**src/counter_array_consts.svh**
```systemverilog
// Offsets, field positions, reset values and timing counts of the counter array.
// Assumes a Wishbone slave with 32-bit data, one register per aligned word.
`ifndef COUNTER_ARRAY_CONSTS_SVH
`define COUNTER_ARRAY_CONSTS_SVH

`define CA_CLK_HZ 40000000
`define CA_DIV_SLOW 12
`define CA_DIV_FAST 4
`define CA_DIV_XOSC 8

`define CA_OFF_CNT_LO 8'h00
`define CA_OFF_CNT_HI 8'h04
`define CA_OFF_MODE 8'h08
`define CA_OFF_CTRL 8'h0c
`define CA_OFF_MOD_BASE 8'h10
`define CA_MOD_STRIDE 8'h10
`define CA_MOD_MODE 8'h00
`define CA_MOD_LO 8'h04
`define CA_MOD_HI 8'h08

`define CA_MD_OVF_IE 0
`define CA_MD_TB_LSB 1
`define CA_MD_IDLE 7
`define CA_MD_OVF 8

`define CA_CN_RUN 6
`define CA_CN_IRQ_EN 7
`define CA_CN_GIE 8

`define CA_CM_IRQ 0
`define CA_CM_PWM 1
`define CA_CM_TOG 2
`define CA_CM_MAT 3
`define CA_CM_FALL 4
`define CA_CM_RISE 5
`define CA_CM_COMP 6
`define CA_CM_WIDE 7

`define CA_MODE_RST 8'h00
`define CA_MD_RST 9'h000
`endif

```
**src/counter_array_pkg.sv**
```systemverilog
// Types of the counter array.
// Assumes counter_array_consts.svh supplies the numbers.
`default_nettype none
package counter_array_pkg;

   typedef enum logic [2:0] {
      TB_DIV12 = 3'h0,
      TB_DIV4 = 3'h1,
      TB_T0 = 3'h2,
      TB_EXT = 3'h3,
      TB_SYS = 3'h4,
      TB_XOSC = 3'h5
   } timebase_t;

   typedef enum logic [5:0] {
      M_OFF = 6'h01,
      M_CAPTURE = 6'h02,
      M_SWTIMER = 6'h04,
      M_HSOUT = 6'h08,
      M_FREQ = 6'h10,
      M_PWM = 6'h20
   } module_mode_t;

   typedef struct packed {
      logic wide_pulse_select;
      logic comparator_enable;
      logic rising_capture_enable;
      logic falling_capture_enable;
      logic compare_hit_enable;
      logic output_flip_enable;
      logic pulse_enable;
      logic module_irq_enable;
   } mode_bits_t;

   typedef struct packed {
      logic [7:0] adr;
      logic [31:0] dat;
      logic [3:0] sel;
      logic we;
   } wb_req_t;

endpackage : counter_array_pkg
`default_nettype wire

```
**src/counter_array.sv**
```systemverilog
// Counter array: 16-bit counter, selectable timebase, three capture/compare
// modules, reached as a classic Wishbone slave with one-cycle ack.
// Assumes pins are asynchronous and are synchronised here; single clock.
//
// Behaviour
// - One 16-bit counter made of low and high byte registers.
// - Reading low byte latches high byte; next high read returns latch.
// - Three independent 16-bit capture/compare modules, each with one line.
// - Timebase field picks clk/12, clk/4, timer0, ext falls, clk, osc/8.
// - External count advances on falls; source must stay below clk/4.
// - Counter wrap from all ones to zero sets the overflow flag.
// - Overflow enable lets flag request interrupt; software clears flag.
// - Interrupts reach the CPU only with global and array enables set.
// - With idle suspend clear, the array runs during CPU idle.
// - Capture mode picks rising, falling or both edges by two bits.
// - Valid capture edge loads the counter into the module register.
// - A capture sets the module flag and may request an interrupt.
// - Module flag stays set until software clears it.
// - Software can read the current level of each module line.
// - Each module has its own interrupt enable bit.
// - Software timer mode compares counter against module register.
// - Software timer match sets module flag and may interrupt.
// - High-speed output inverts module line on every match.
// - Frequency and 8/16-bit pulse mode encodings are decoded.
// - Low byte write clears comparator enable; high byte write sets it.
// - Six timebases and six per-module modes, selected independently.
//
// Our own choices: the Wishbone register port and the placing of the registers.
`timescale 1ns/1ps
`default_nettype none
`include "counter_array_consts.svh"

module counter_array #(
   parameter int NUM_MODULES = 3
) (
   input wire logic clk_i,
   input wire logic rst_i,
   input wire logic cyc_i,
   input wire logic stb_i,
   input wire logic we_i,
   input wire logic [7:0] adr_i,
   input wire logic [3:0] sel_i,
   input wire logic [31:0] dat_i,
   output logic [31:0] dat_o,
   output logic ack_o,
   input wire logic cpu_idle_i,
   input wire logic timer0_overflow_i,
   input wire logic external_count_input_i,
   input wire logic external_osc_i,
   input wire logic [NUM_MODULES-1:0] module_io_line_i,
   output logic [NUM_MODULES-1:0] module_io_line_o,
   output logic [NUM_MODULES-1:0] module_io_line_oe_o,
   output logic irq_o
);

   if (NUM_MODULES < 1 || NUM_MODULES > 3) begin : g_bad_count
      $error("NUM_MODULES must be 1 to 3");
   end
   ////////////////////////////////////////////////////////////////////////
   // Helpers
   function automatic counter_array_pkg::module_mode_t
         decode_mode(input counter_array_pkg::mode_bits_t m);
      counter_array_pkg::module_mode_t r;
      r = counter_array_pkg::M_OFF;
      if (!m.compare_hit_enable && !m.output_flip_enable && !m.pulse_enable
          && (m.rising_capture_enable || m.falling_capture_enable)) begin
         r = counter_array_pkg::M_CAPTURE;
      end else if (m.comparator_enable && !m.rising_capture_enable
                   && !m.falling_capture_enable) begin
         if (m.output_flip_enable && m.pulse_enable) begin
            r = counter_array_pkg::M_FREQ;
         end else if (m.pulse_enable && !m.output_flip_enable) begin
            r = counter_array_pkg::M_PWM;
         end else if (m.compare_hit_enable && m.output_flip_enable) begin
            r = counter_array_pkg::M_HSOUT;
         end else if (m.compare_hit_enable) begin
            r = counter_array_pkg::M_SWTIMER;
         end
      end
      return r;
   endfunction : decode_mode
   function automatic logic [7:0] mod_off(input int idx, input logic [7:0] f);
      return 8'(`CA_OFF_MOD_BASE + 8'(idx) * `CA_MOD_STRIDE + f);
   endfunction : mod_off
   ////////////////////////////////////////////////////////////////////////
   // Pin synchronisers; first stages feed only second stages
   logic [NUM_MODULES+2:0] pin_s1_q;
   logic [NUM_MODULES+2:0] pin_s2_q;
   logic [NUM_MODULES+2:0] pin_s3_q;
   always_ff @(posedge clk_i) begin
      if (rst_i) begin
         pin_s1_q <= '0;
         pin_s2_q <= '0;
         pin_s3_q <= '0;
      end else begin
         pin_s1_q <= {external_osc_i, external_count_input_i,
                      timer0_overflow_i, module_io_line_i};
         pin_s2_q <= pin_s1_q;
         pin_s3_q <= pin_s2_q;
      end
   end

   logic [NUM_MODULES-1:0] line_now;
   logic [NUM_MODULES-1:0] line_prev;
   logic t0_rise;
   logic ext_fall;
   logic osc_rise;
   assign line_now = pin_s2_q[NUM_MODULES-1:0];
   assign line_prev = pin_s3_q[NUM_MODULES-1:0];
   assign t0_rise = pin_s2_q[NUM_MODULES] && !pin_s3_q[NUM_MODULES];
   assign ext_fall = !pin_s2_q[NUM_MODULES+1]
                     && pin_s3_q[NUM_MODULES+1];
   assign osc_rise = pin_s2_q[NUM_MODULES+2] && !pin_s3_q[NUM_MODULES+2];
   ////////////////////////////////////////////////////////////////////////
   // Bus decode
   counter_array_pkg::wb_req_t req;
   logic bus_go;
   logic wr_go;
   logic rd_go;
   assign req = '{adr: adr_i, dat: dat_i, sel: sel_i, we: we_i};
   assign bus_go = cyc_i && stb_i && !ack_o;
   assign wr_go = bus_go && req.we && req.sel[0];
   assign rd_go = bus_go && !req.we;

   always_ff @(posedge clk_i) begin
      if (rst_i) begin
         ack_o <= 1'b0;
      end else begin
         ack_o <= bus_go;
      end
   end
   ////////////////////////////////////////////////////////////////////////
   // Array mode and control
   logic [2:0] timebase_select_q;
   logic overflow_irq_enable_q;
   logic idle_suspend_q;
   logic run_q;
   logic array_irq_enable_q;
   logic global_irq_enable_q;
   always_ff @(posedge clk_i) begin
      if (rst_i) begin
         timebase_select_q <= 3'h0;
         overflow_irq_enable_q <= 1'b0;
         idle_suspend_q <= 1'b0;
         run_q <= 1'b0;
         array_irq_enable_q <= 1'b0;
         global_irq_enable_q <= 1'b0;
      end else if (wr_go) begin
         if (req.adr == `CA_OFF_MODE) begin
            timebase_select_q <= req.dat[`CA_MD_TB_LSB +: 3];
            overflow_irq_enable_q <= req.dat[`CA_MD_OVF_IE];
            idle_suspend_q <= req.dat[`CA_MD_IDLE];
         end else if (req.adr == `CA_OFF_CTRL) begin
            run_q <= req.dat[`CA_CN_RUN];
            array_irq_enable_q <= req.dat[`CA_CN_IRQ_EN];
            global_irq_enable_q <= req.sel[1] ? req.dat[`CA_CN_GIE]
                                             : global_irq_enable_q;
         end
      end
   end

   ////////////////////////////////////////////////////////////////////////
   // Timebase dividers
   logic [3:0] div12_q;
   logic [1:0] div4_q;
   logic [2:0] div8_q;
   always_ff @(posedge clk_i) begin
      if (rst_i) begin
         div12_q <= 4'h0;
         div4_q <= 2'h0;
         div8_q <= 3'h0;
      end else begin
         div12_q <= (div12_q == 4'(`CA_DIV_SLOW - 1)) ? 4'h0 : div12_q + 4'h1;
         div4_q <= div4_q + 2'h1;
         if (osc_rise) begin
            div8_q <= div8_q + 3'h1;
         end
      end
   end

   logic tick;
   always_comb begin
      case (counter_array_pkg::timebase_t'(timebase_select_q))
         counter_array_pkg::TB_DIV12: tick = div12_q == 4'h0;
         counter_array_pkg::TB_DIV4: tick = div4_q == 2'h0;
         counter_array_pkg::TB_T0: tick = t0_rise;
         counter_array_pkg::TB_EXT: tick = ext_fall;
         counter_array_pkg::TB_SYS: tick = 1'b1;
         counter_array_pkg::TB_XOSC: tick = osc_rise && div8_q == 3'h7;
         default: tick = 1'b0;
      endcase
   end
   ////////////////////////////////////////////////////////////////////////
   // Counter, snapshot and overflow flag
   logic [15:0] count_q;
   logic [7:0] snapshot_q;
   logic counter_overflow_flag_q;
   logic count_en;
   logic wrap;
   // Idle only pauses counting when idle_suspend is set
   assign count_en = run_q && tick && !(cpu_idle_i && idle_suspend_q);
   assign wrap = count_en && count_q == 16'hffff;

   always_ff @(posedge clk_i) begin
      if (rst_i) begin
         count_q <= 16'h0000;
      end else if (wr_go && req.adr == `CA_OFF_CNT_LO) begin
         count_q[7:0] <= req.dat[7:0];
      end else if (wr_go && req.adr == `CA_OFF_CNT_HI) begin
         count_q[15:8] <= req.dat[7:0];
      end else if (count_en) begin
         count_q <= count_q + 16'h0001;
      end
   end
   always_ff @(posedge clk_i) begin
      if (rst_i) begin
         snapshot_q <= 8'h00;
      end else if (rd_go && req.adr == `CA_OFF_CNT_LO) begin
         snapshot_q <= count_q[15:8];
      end
   end
   always_ff @(posedge clk_i) begin
      if (rst_i) begin
         counter_overflow_flag_q <= 1'b0;
      end else if (wrap) begin
         counter_overflow_flag_q <= 1'b1;
      end else if (wr_go && req.adr == `CA_OFF_MODE) begin
         counter_overflow_flag_q <= req.dat[`CA_MD_OVF];
      end
   end
   ////////////////////////////////////////////////////////////////////////
   // Capture/compare modules
   counter_array_pkg::mode_bits_t mode_q [NUM_MODULES];
   logic [15:0] value_q [NUM_MODULES];
   logic [NUM_MODULES-1:0] module_event_flag_q;
   logic [NUM_MODULES-1:0] line_out_q;
   logic [NUM_MODULES-1:0] capture_hit;
   logic [NUM_MODULES-1:0] match_hit;
   logic [NUM_MODULES-1:0] drive_line;

   for (genvar i = 0; i < NUM_MODULES; i++) begin : g_mod
      counter_array_pkg::module_mode_t mm;
      logic rise;
      logic fall;
      logic wr_mode;
      logic wr_lo;
      logic wr_hi;
      assign mm = decode_mode(mode_q[i]);
      assign rise = line_now[i] && !line_prev[i];
      assign fall = !line_now[i] && line_prev[i];
      assign capture_hit[i] = mm == counter_array_pkg::M_CAPTURE
         && ((rise && mode_q[i].rising_capture_enable)
             || (fall && mode_q[i].falling_capture_enable));
      assign match_hit[i] = count_en && count_q + 16'h0001 == value_q[i]
         && (mm == counter_array_pkg::M_SWTIMER
             || mm == counter_array_pkg::M_HSOUT);
      assign drive_line[i] = mm == counter_array_pkg::M_HSOUT;
      assign wr_mode = wr_go && req.adr == mod_off(i, `CA_MOD_MODE);
      assign wr_lo = wr_go && req.adr == mod_off(i, `CA_MOD_LO);
      assign wr_hi = wr_go && req.adr == mod_off(i, `CA_MOD_HI);
      always_ff @(posedge clk_i) begin
         if (rst_i) begin
            mode_q[i] <= counter_array_pkg::mode_bits_t'(`CA_MODE_RST);
         end else if (wr_mode) begin
            mode_q[i] <= counter_array_pkg::mode_bits_t'(req.dat[7:0]);
         end else if (wr_lo) begin
            mode_q[i].comparator_enable <= 1'b0;
         end else if (wr_hi) begin
            mode_q[i].comparator_enable <= 1'b1;
         end
      end

      always_ff @(posedge clk_i) begin
         if (rst_i) begin
            value_q[i] <= 16'h0000;
         end else if (capture_hit[i]) begin
            value_q[i] <= count_q;
         end else if (wr_lo) begin
            value_q[i][7:0] <= req.dat[7:0];
         end else if (wr_hi) begin
            value_q[i][15:8] <= req.dat[7:0];
         end
      end

      always_ff @(posedge clk_i) begin
         if (rst_i) begin
            module_event_flag_q[i] <= 1'b0;
         end else if (capture_hit[i] || match_hit[i]) begin
            module_event_flag_q[i] <= 1'b1;
         end else if (wr_go && req.adr == `CA_OFF_CTRL) begin
            module_event_flag_q[i] <= req.dat[i];
         end
      end

      always_ff @(posedge clk_i) begin
         if (rst_i) begin
            line_out_q[i] <= 1'b0;
         end else if (match_hit[i] && drive_line[i]) begin
            line_out_q[i] <= !line_out_q[i];
         end
      end
   end

   assign module_io_line_o = line_out_q;
   assign module_io_line_oe_o = drive_line;
   ////////////////////////////////////////////////////////////////////////
   // Interrupt request to the CPU's interrupt system
   logic [NUM_MODULES-1:0] mod_ie;
   always_comb begin
      for (int k = 0; k < NUM_MODULES; k++) begin
         mod_ie[k] = mode_q[k].module_irq_enable;
      end
   end
   assign irq_o = global_irq_enable_q && array_irq_enable_q
      && ((counter_overflow_flag_q && overflow_irq_enable_q)
          || |(module_event_flag_q & mod_ie));
   ////////////////////////////////////////////////////////////////////////
   // Read data; unmapped addresses read zero
   logic [31:0] rd_d;
   always_comb begin
      rd_d = 32'h0000_0000;
      if (req.adr == `CA_OFF_CNT_LO) begin
         rd_d[7:0] = count_q[7:0];
      end else if (req.adr == `CA_OFF_CNT_HI) begin
         rd_d[7:0] = snapshot_q;
      end else if (req.adr == `CA_OFF_MODE) begin
         rd_d[`CA_MD_OVF] = counter_overflow_flag_q;
         rd_d[`CA_MD_IDLE] = idle_suspend_q;
         rd_d[`CA_MD_TB_LSB +: 3] = timebase_select_q;
         rd_d[`CA_MD_OVF_IE] = overflow_irq_enable_q;
      end else if (req.adr == `CA_OFF_CTRL) begin
         rd_d[NUM_MODULES-1:0] = module_event_flag_q;
         rd_d[`CA_CN_RUN] = run_q;
         rd_d[`CA_CN_IRQ_EN] = array_irq_enable_q;
         rd_d[`CA_CN_GIE] = global_irq_enable_q;
         rd_d[16 +: NUM_MODULES] = line_now;
      end else begin
         for (int k = 0; k < NUM_MODULES; k++) begin
            if (req.adr == mod_off(k, `CA_MOD_MODE)) begin
               rd_d[7:0] = mode_q[k];
            end else if (req.adr == mod_off(k, `CA_MOD_LO)) begin
               rd_d[7:0] = value_q[k][7:0];
            end else if (req.adr == mod_off(k, `CA_MOD_HI)) begin
               rd_d[7:0] = value_q[k][15:8];
            end
         end
      end
   end

   always_ff @(posedge clk_i) begin
      if (rst_i) begin
         dat_o <= 32'h0000_0000;
      end else if (rd_go) begin
         dat_o <= rd_d;
      end
   end
   ////////////////////////////////////////////////////////////////////////
   // Checks
   chk_wrap_flag: assert property (@(posedge clk_i) disable iff (rst_i)
      wrap |=> counter_overflow_flag_q)
      else $error("overflow flag not set after wrap");
   chk_count_step: assert property (@(posedge clk_i) disable iff (rst_i)
      count_en && !wr_go |=> count_q == $past(count_q) + 16'h0001)
      else $error("counter did not advance");
   chk_idle_hold: assert property (@(posedge clk_i) disable iff (rst_i)
      cpu_idle_i && idle_suspend_q && !wr_go |=> $stable(count_q))
      else $error("counter moved while suspended");
   chk_snap_hi: assert property (@(posedge clk_i) disable iff (rst_i)
      rd_go && req.adr == `CA_OFF_CNT_LO |=> snapshot_q == $past(count_q[15:8]))
      else $error("snapshot wrong");
   chk_cap_load: assert property (@(posedge clk_i) disable iff (rst_i)
      capture_hit[0] |=> value_q[0] == $past(count_q) && module_event_flag_q[0])
      else $error("capture not loaded");
   chk_flag_hold: assert property (@(posedge clk_i) disable iff (rst_i)
      module_event_flag_q[0] && !(wr_go && req.adr == `CA_OFF_CTRL)
      |=> module_event_flag_q[0])
      else $error("flag dropped by hardware");
   chk_lo_clears: assert property (@(posedge clk_i) disable iff (rst_i)
      wr_go && req.adr == mod_off(NUM_MODULES-1, `CA_MOD_LO)
      |=> !mode_q[NUM_MODULES-1].comparator_enable)
      else $error("low write kept comparator on");
   chk_irq_gate: assert property (@(posedge clk_i) disable iff (rst_i)
      !(global_irq_enable_q && array_irq_enable_q) |-> !irq_o)
      else $error("interrupt without enables");
   chk_hs_toggle: assert property (@(posedge clk_i) disable iff (rst_i)
      match_hit[NUM_MODULES-1] && drive_line[NUM_MODULES-1]
      |=> line_out_q[NUM_MODULES-1] != $past(line_out_q[NUM_MODULES-1]))
      else $error("line did not invert");
   chk_ack_one: assert property (@(posedge clk_i) disable iff (rst_i)
      ack_o |=> !ack_o)
      else $error("ack held");
   cov_capture: cover property (@(posedge clk_i) capture_hit[0]);
   cov_match: cover property (@(posedge clk_i) |match_hit);
   cov_wrap: cover property (@(posedge clk_i) wrap);
   cov_irq: cover property (@(posedge clk_i) irq_o);
endmodule : counter_array

`default_nettype wire

```
**config.mk**
```make
export PLATFORM = sky130hd
export DESIGN_NAME = counter_array
export DESIGN_NICKNAME = d
export VERILOG_FILES = /design/src/counter_array_pkg.sv /design/src/counter_array.sv
export VERILOG_INCLUDE_DIRS = /design/src
export SDC_FILE = /design/constraint.sdc
export NUM_CORES = 1
export LEC_CHECK = 0
export BUFFER_PORTS_ARGS = -buffer_cell sky130_fd_sc_hd__buf_2
export CAP_MARGIN = 25
export CORE_MARGIN = 1
export CORE_UTILIZATION = 40
export CTS_CLUSTER_DIAMETER = 100
export DETAILED_ROUTE_END_ITERATION = 8
export GPL_TIMING_DRIVEN = 0
export HOLD_SLACK_MARGIN = 0.1
export PLACE_DENSITY = 0.63
export SETUP_SLACK_MARGIN = 0.3
export SKIP_LAST_GASP = 1
export SLEW_MARGIN = 40
export SYNTH_ARGS = -nofsm -noshare
export SYNTH_HDL_FRONTEND = slang
export SYNTH_SLANG_ARGS = --single-unit
export TNS_END_PERCENT = 10
```
**constraint.sdc**
```tcl
create_clock -name clk_i -period 8.65 [get_ports clk_i]
set_input_delay 0.865 -clock clk_i [delete_from_list [all_inputs] [get_ports clk_i]]
set_output_delay 0.865 -clock clk_i [all_outputs]
set_load 0.01 [all_outputs]
```
==> flow_summary.toml <==
[clocking]
cts_buffer_depth = 2
worstSkewPairLatency_ns = 0.45
cts_hold_buf = 0
cts.clk_slew.worst_paths_ns = 0.07
postCtsSetupRepairBufs = 0
cts_tree = "yes"
numCtsBuffers = 17
ctsHtreeMaxLevel = 4
post_cts_resized = 0
root_buffer = "clkbuf_16"
clock_sinks = 151

[placed_design]
io_buffers = 49
gp_congestion = 1.03
hpwl_um = 25200

[critical_path]
path_common_cell = "or4_1"
crit_fanout = 10
crit_path_end_kind = "flip-flop"
cpPeakStageDelay_ns = 0.70
critPathArrivalTime_ns = 4.32
worstPathCellList = "ha_1 -> buf_2 -> and4_1 -> nand2_1 -> xnor2_1 -> or4_1 -> or4_1 -> or4_1 -> a21oi_1"
cp.required_ns = 9.02
crit_type = "flip-flop to flip-flop"
cp_num_buf_inv = 1
startpoint_type = "flip-flop"
cp_slowest_cell = "dfxtp_1"
path_delay_family = "simple AND/OR/NAND/NOR gates"

[sta]
worst-slew-pin-transition_ns = 0.943
post-route-period-util = 0.456
max_freq_ghz = 0.253
clock_skew_ns = 0.0103
hold_violations = 0
tns_ns = 0
hold_ws_ns = 0.409
rsz0062_at_grt = "no"
setup_viol = 0
slew_headroom = 0.371
period_needed_ns = 3.95
final_max_slew_viol_count = 0

[cells_and_area]
layout.nets = 1110
drive_gt1_frac = 0.148
antenna_cells = 0
syn2layout_area_growth_pct = 15.7

[floorplan]
num_io_pins = 96
fp.dieW_um = 151
start_util = 0.408
row_count = 54
coreArea_um2 = 21900
die-area_um2 = 22900
dieHeight_um = 151

[run]
max-cap-violations = 0

[detailed_routing]
first_pass_iters = 8
drc = 0
totalWireLength_um = 34200
drt_iter0_drc = 1128
post_drt_via_cell_ratio = 6.25
antenna_left = 0
vias = 8383
routedWlPerCell_um = 25.5

[grt]
grt_pass1_vias = 7402
grt_max_degree = 17
grt_antenna_before_repair = 0
gr-usage-all-layers = 0.304
grt_pass1_wl_um = 48900
grt_overflow_total = 0

[synth]
yosysWarnings = 0
syn_avg_cell_area_um2 = 9.31
synth-seq-area-share = 0.419
synth_edf_count = 72
ys_async_sr_fraction = 0
ys_types = 80
syn_inst = 960
ys_ff_latch = 151
synth-main-ff-cell = "dfxtp_1"
synth_area_um2 = 8940

[worst_hold_path]
hp-class = "flip-flop to flip-flop"

[run_status]
status = "completed"

[power]
peakVddDrop_mv = 0.118
total_power_mw = 1.68
p_leak_nw = 3.79
power.density_nw_per_um2 = 162
## where the power goes
part           switching [mW]  internal, mW
sequential             0.0217         0.766
clock                   0.344         0.424
combinational          0.0777        0.0417
## synth_stat cells, types with 24 or more instances
master	number	area share
a21oi_1	61	0.034
nor2_1	75	0.031
dfxtp_1	79	0.18
clkbuf_1	51	0.021
xnor2_1	30	0.029
nor3_1	24	0.013
a22o_1	48	0.047
and2_1	28	0.020
nand2_1	89	0.037
edfxtp_1	72	0.24
nor2b_1	30	0.021
o21ai_0	50	0.028
## worst paths after layout
kind | from | end | slack, ns | depth (start not counted)
setup / recovery | count_q[1] | module_io_line_o[2] | 4.70 | 9
hold / removal | div4_q[0] | div4_q[0] | 0.41 | 1
hold reg to reg | div4_q[0] | div4_q[0] | 0.41 | 1
setup reg to reg | count_q[1] | module_io_line_o[2] | 4.70 | 9
## cell type report
class                      instances  area (µm²)
multi-input combinational        726        4900
buffer                            84         423
tap                              280         350
clock buffer                      20         489
timing repair buffer              50         250
sequential                       151        3740
clock inverter                    12         119
fill                            2110       11600
inverter                          18        67.6
## layout by cell type, fill, tap and decap left out, drive strengths merged, types with 8 or more instances in the layout
| master | count |
|---|---|
| nor4 | 20 |
| a22o | 48 |
| nor2 | 75 |
| a211oi | 13 |
| xor2 | 16 |
| o21ai | 50 |
| mux2i | 10 |
| and2 | 28 |
| nor3 | 24 |
| inv | 27 |
| or4 | 9 |
| xnor2 | 30 |
| xnor3 | 12 |
| nand3 | 19 |
| and3 | 11 |
| conb | 20 |
| o22ai | 9 |
| buf | 83 |
| nor4b | 8 |
| o221ai | 9 |
| nor2b | 30 |
| dfxtp | 79 |
| a22oi | 12 |
| clkbuf | 71 |
| nand2 | 90 |
| nand4 | 9 |
| a21oi | 61 |
| edfxtp | 72 |
| nand2b | 8 |
## metrics by stage
step	cells	worst slack, ns	util	cell area (µm²)
global placement	1308	4.34	0.439	9600
detailed placement	1309	4.56	0.443	9700
global route	1341	4.68	0.472	10300
CTS	1341	4.84	0.471	10300
finish	1341	4.70	0.472	10300
floorplan	979	5.62	-	9010
## metal layers
metal | GRT usage | part of all wire | vias to the layer above
met5 | 0 | 0 | -
met4 | 0.144 | 0.048 | 0
met3 | 0.0677 | 0.11 | 125
met2 | 0.453 | 0.43 | 577
met1 | 0.416 | 0.41 | 3973
li1 | - | - | 3708
## flip-flops by register name, indices dropped and copies added (netlist names)
register                 cells
ack_o                        1
array_irq_enable_q           1
count_q                     16
counter_overflow_flag_q      1
dat_o                       12
div12_q                      4
div4_q                       2
div8_q                       3
global_irq_enable_q          1
idle_suspend_q               1
mode_q                      24
module_event_flag_q          3
module_io_line_o             3
overflow_irq_enable_q        1
pin_s1_q                     6
pin_s2_q                     6
pin_s3_q                     6
run_q                        1
snapshot_q                   8
timebase_select_q            3
value_q                     48
## cell families (layout without fill, tap and decap cells)
family | Yosys count | in the layout | synth area share
other | 1 | 20 | 0.000420
xor gates and xnor gates | 59 | 59 | 0.0780
DFF | 151 | 151 | 0.419
and+or+nand+nor | 360 | 360 | 0.219
muxes | 15 | 15 | 0.0175
adders and majority gates | 6 | 6 | 0.00840
AOI/OAI and AO/OA | 266 | 266 | 0.204
buffers and inverters | 102 | 184 | 0.0539
(Power assumes the default switching activity.)
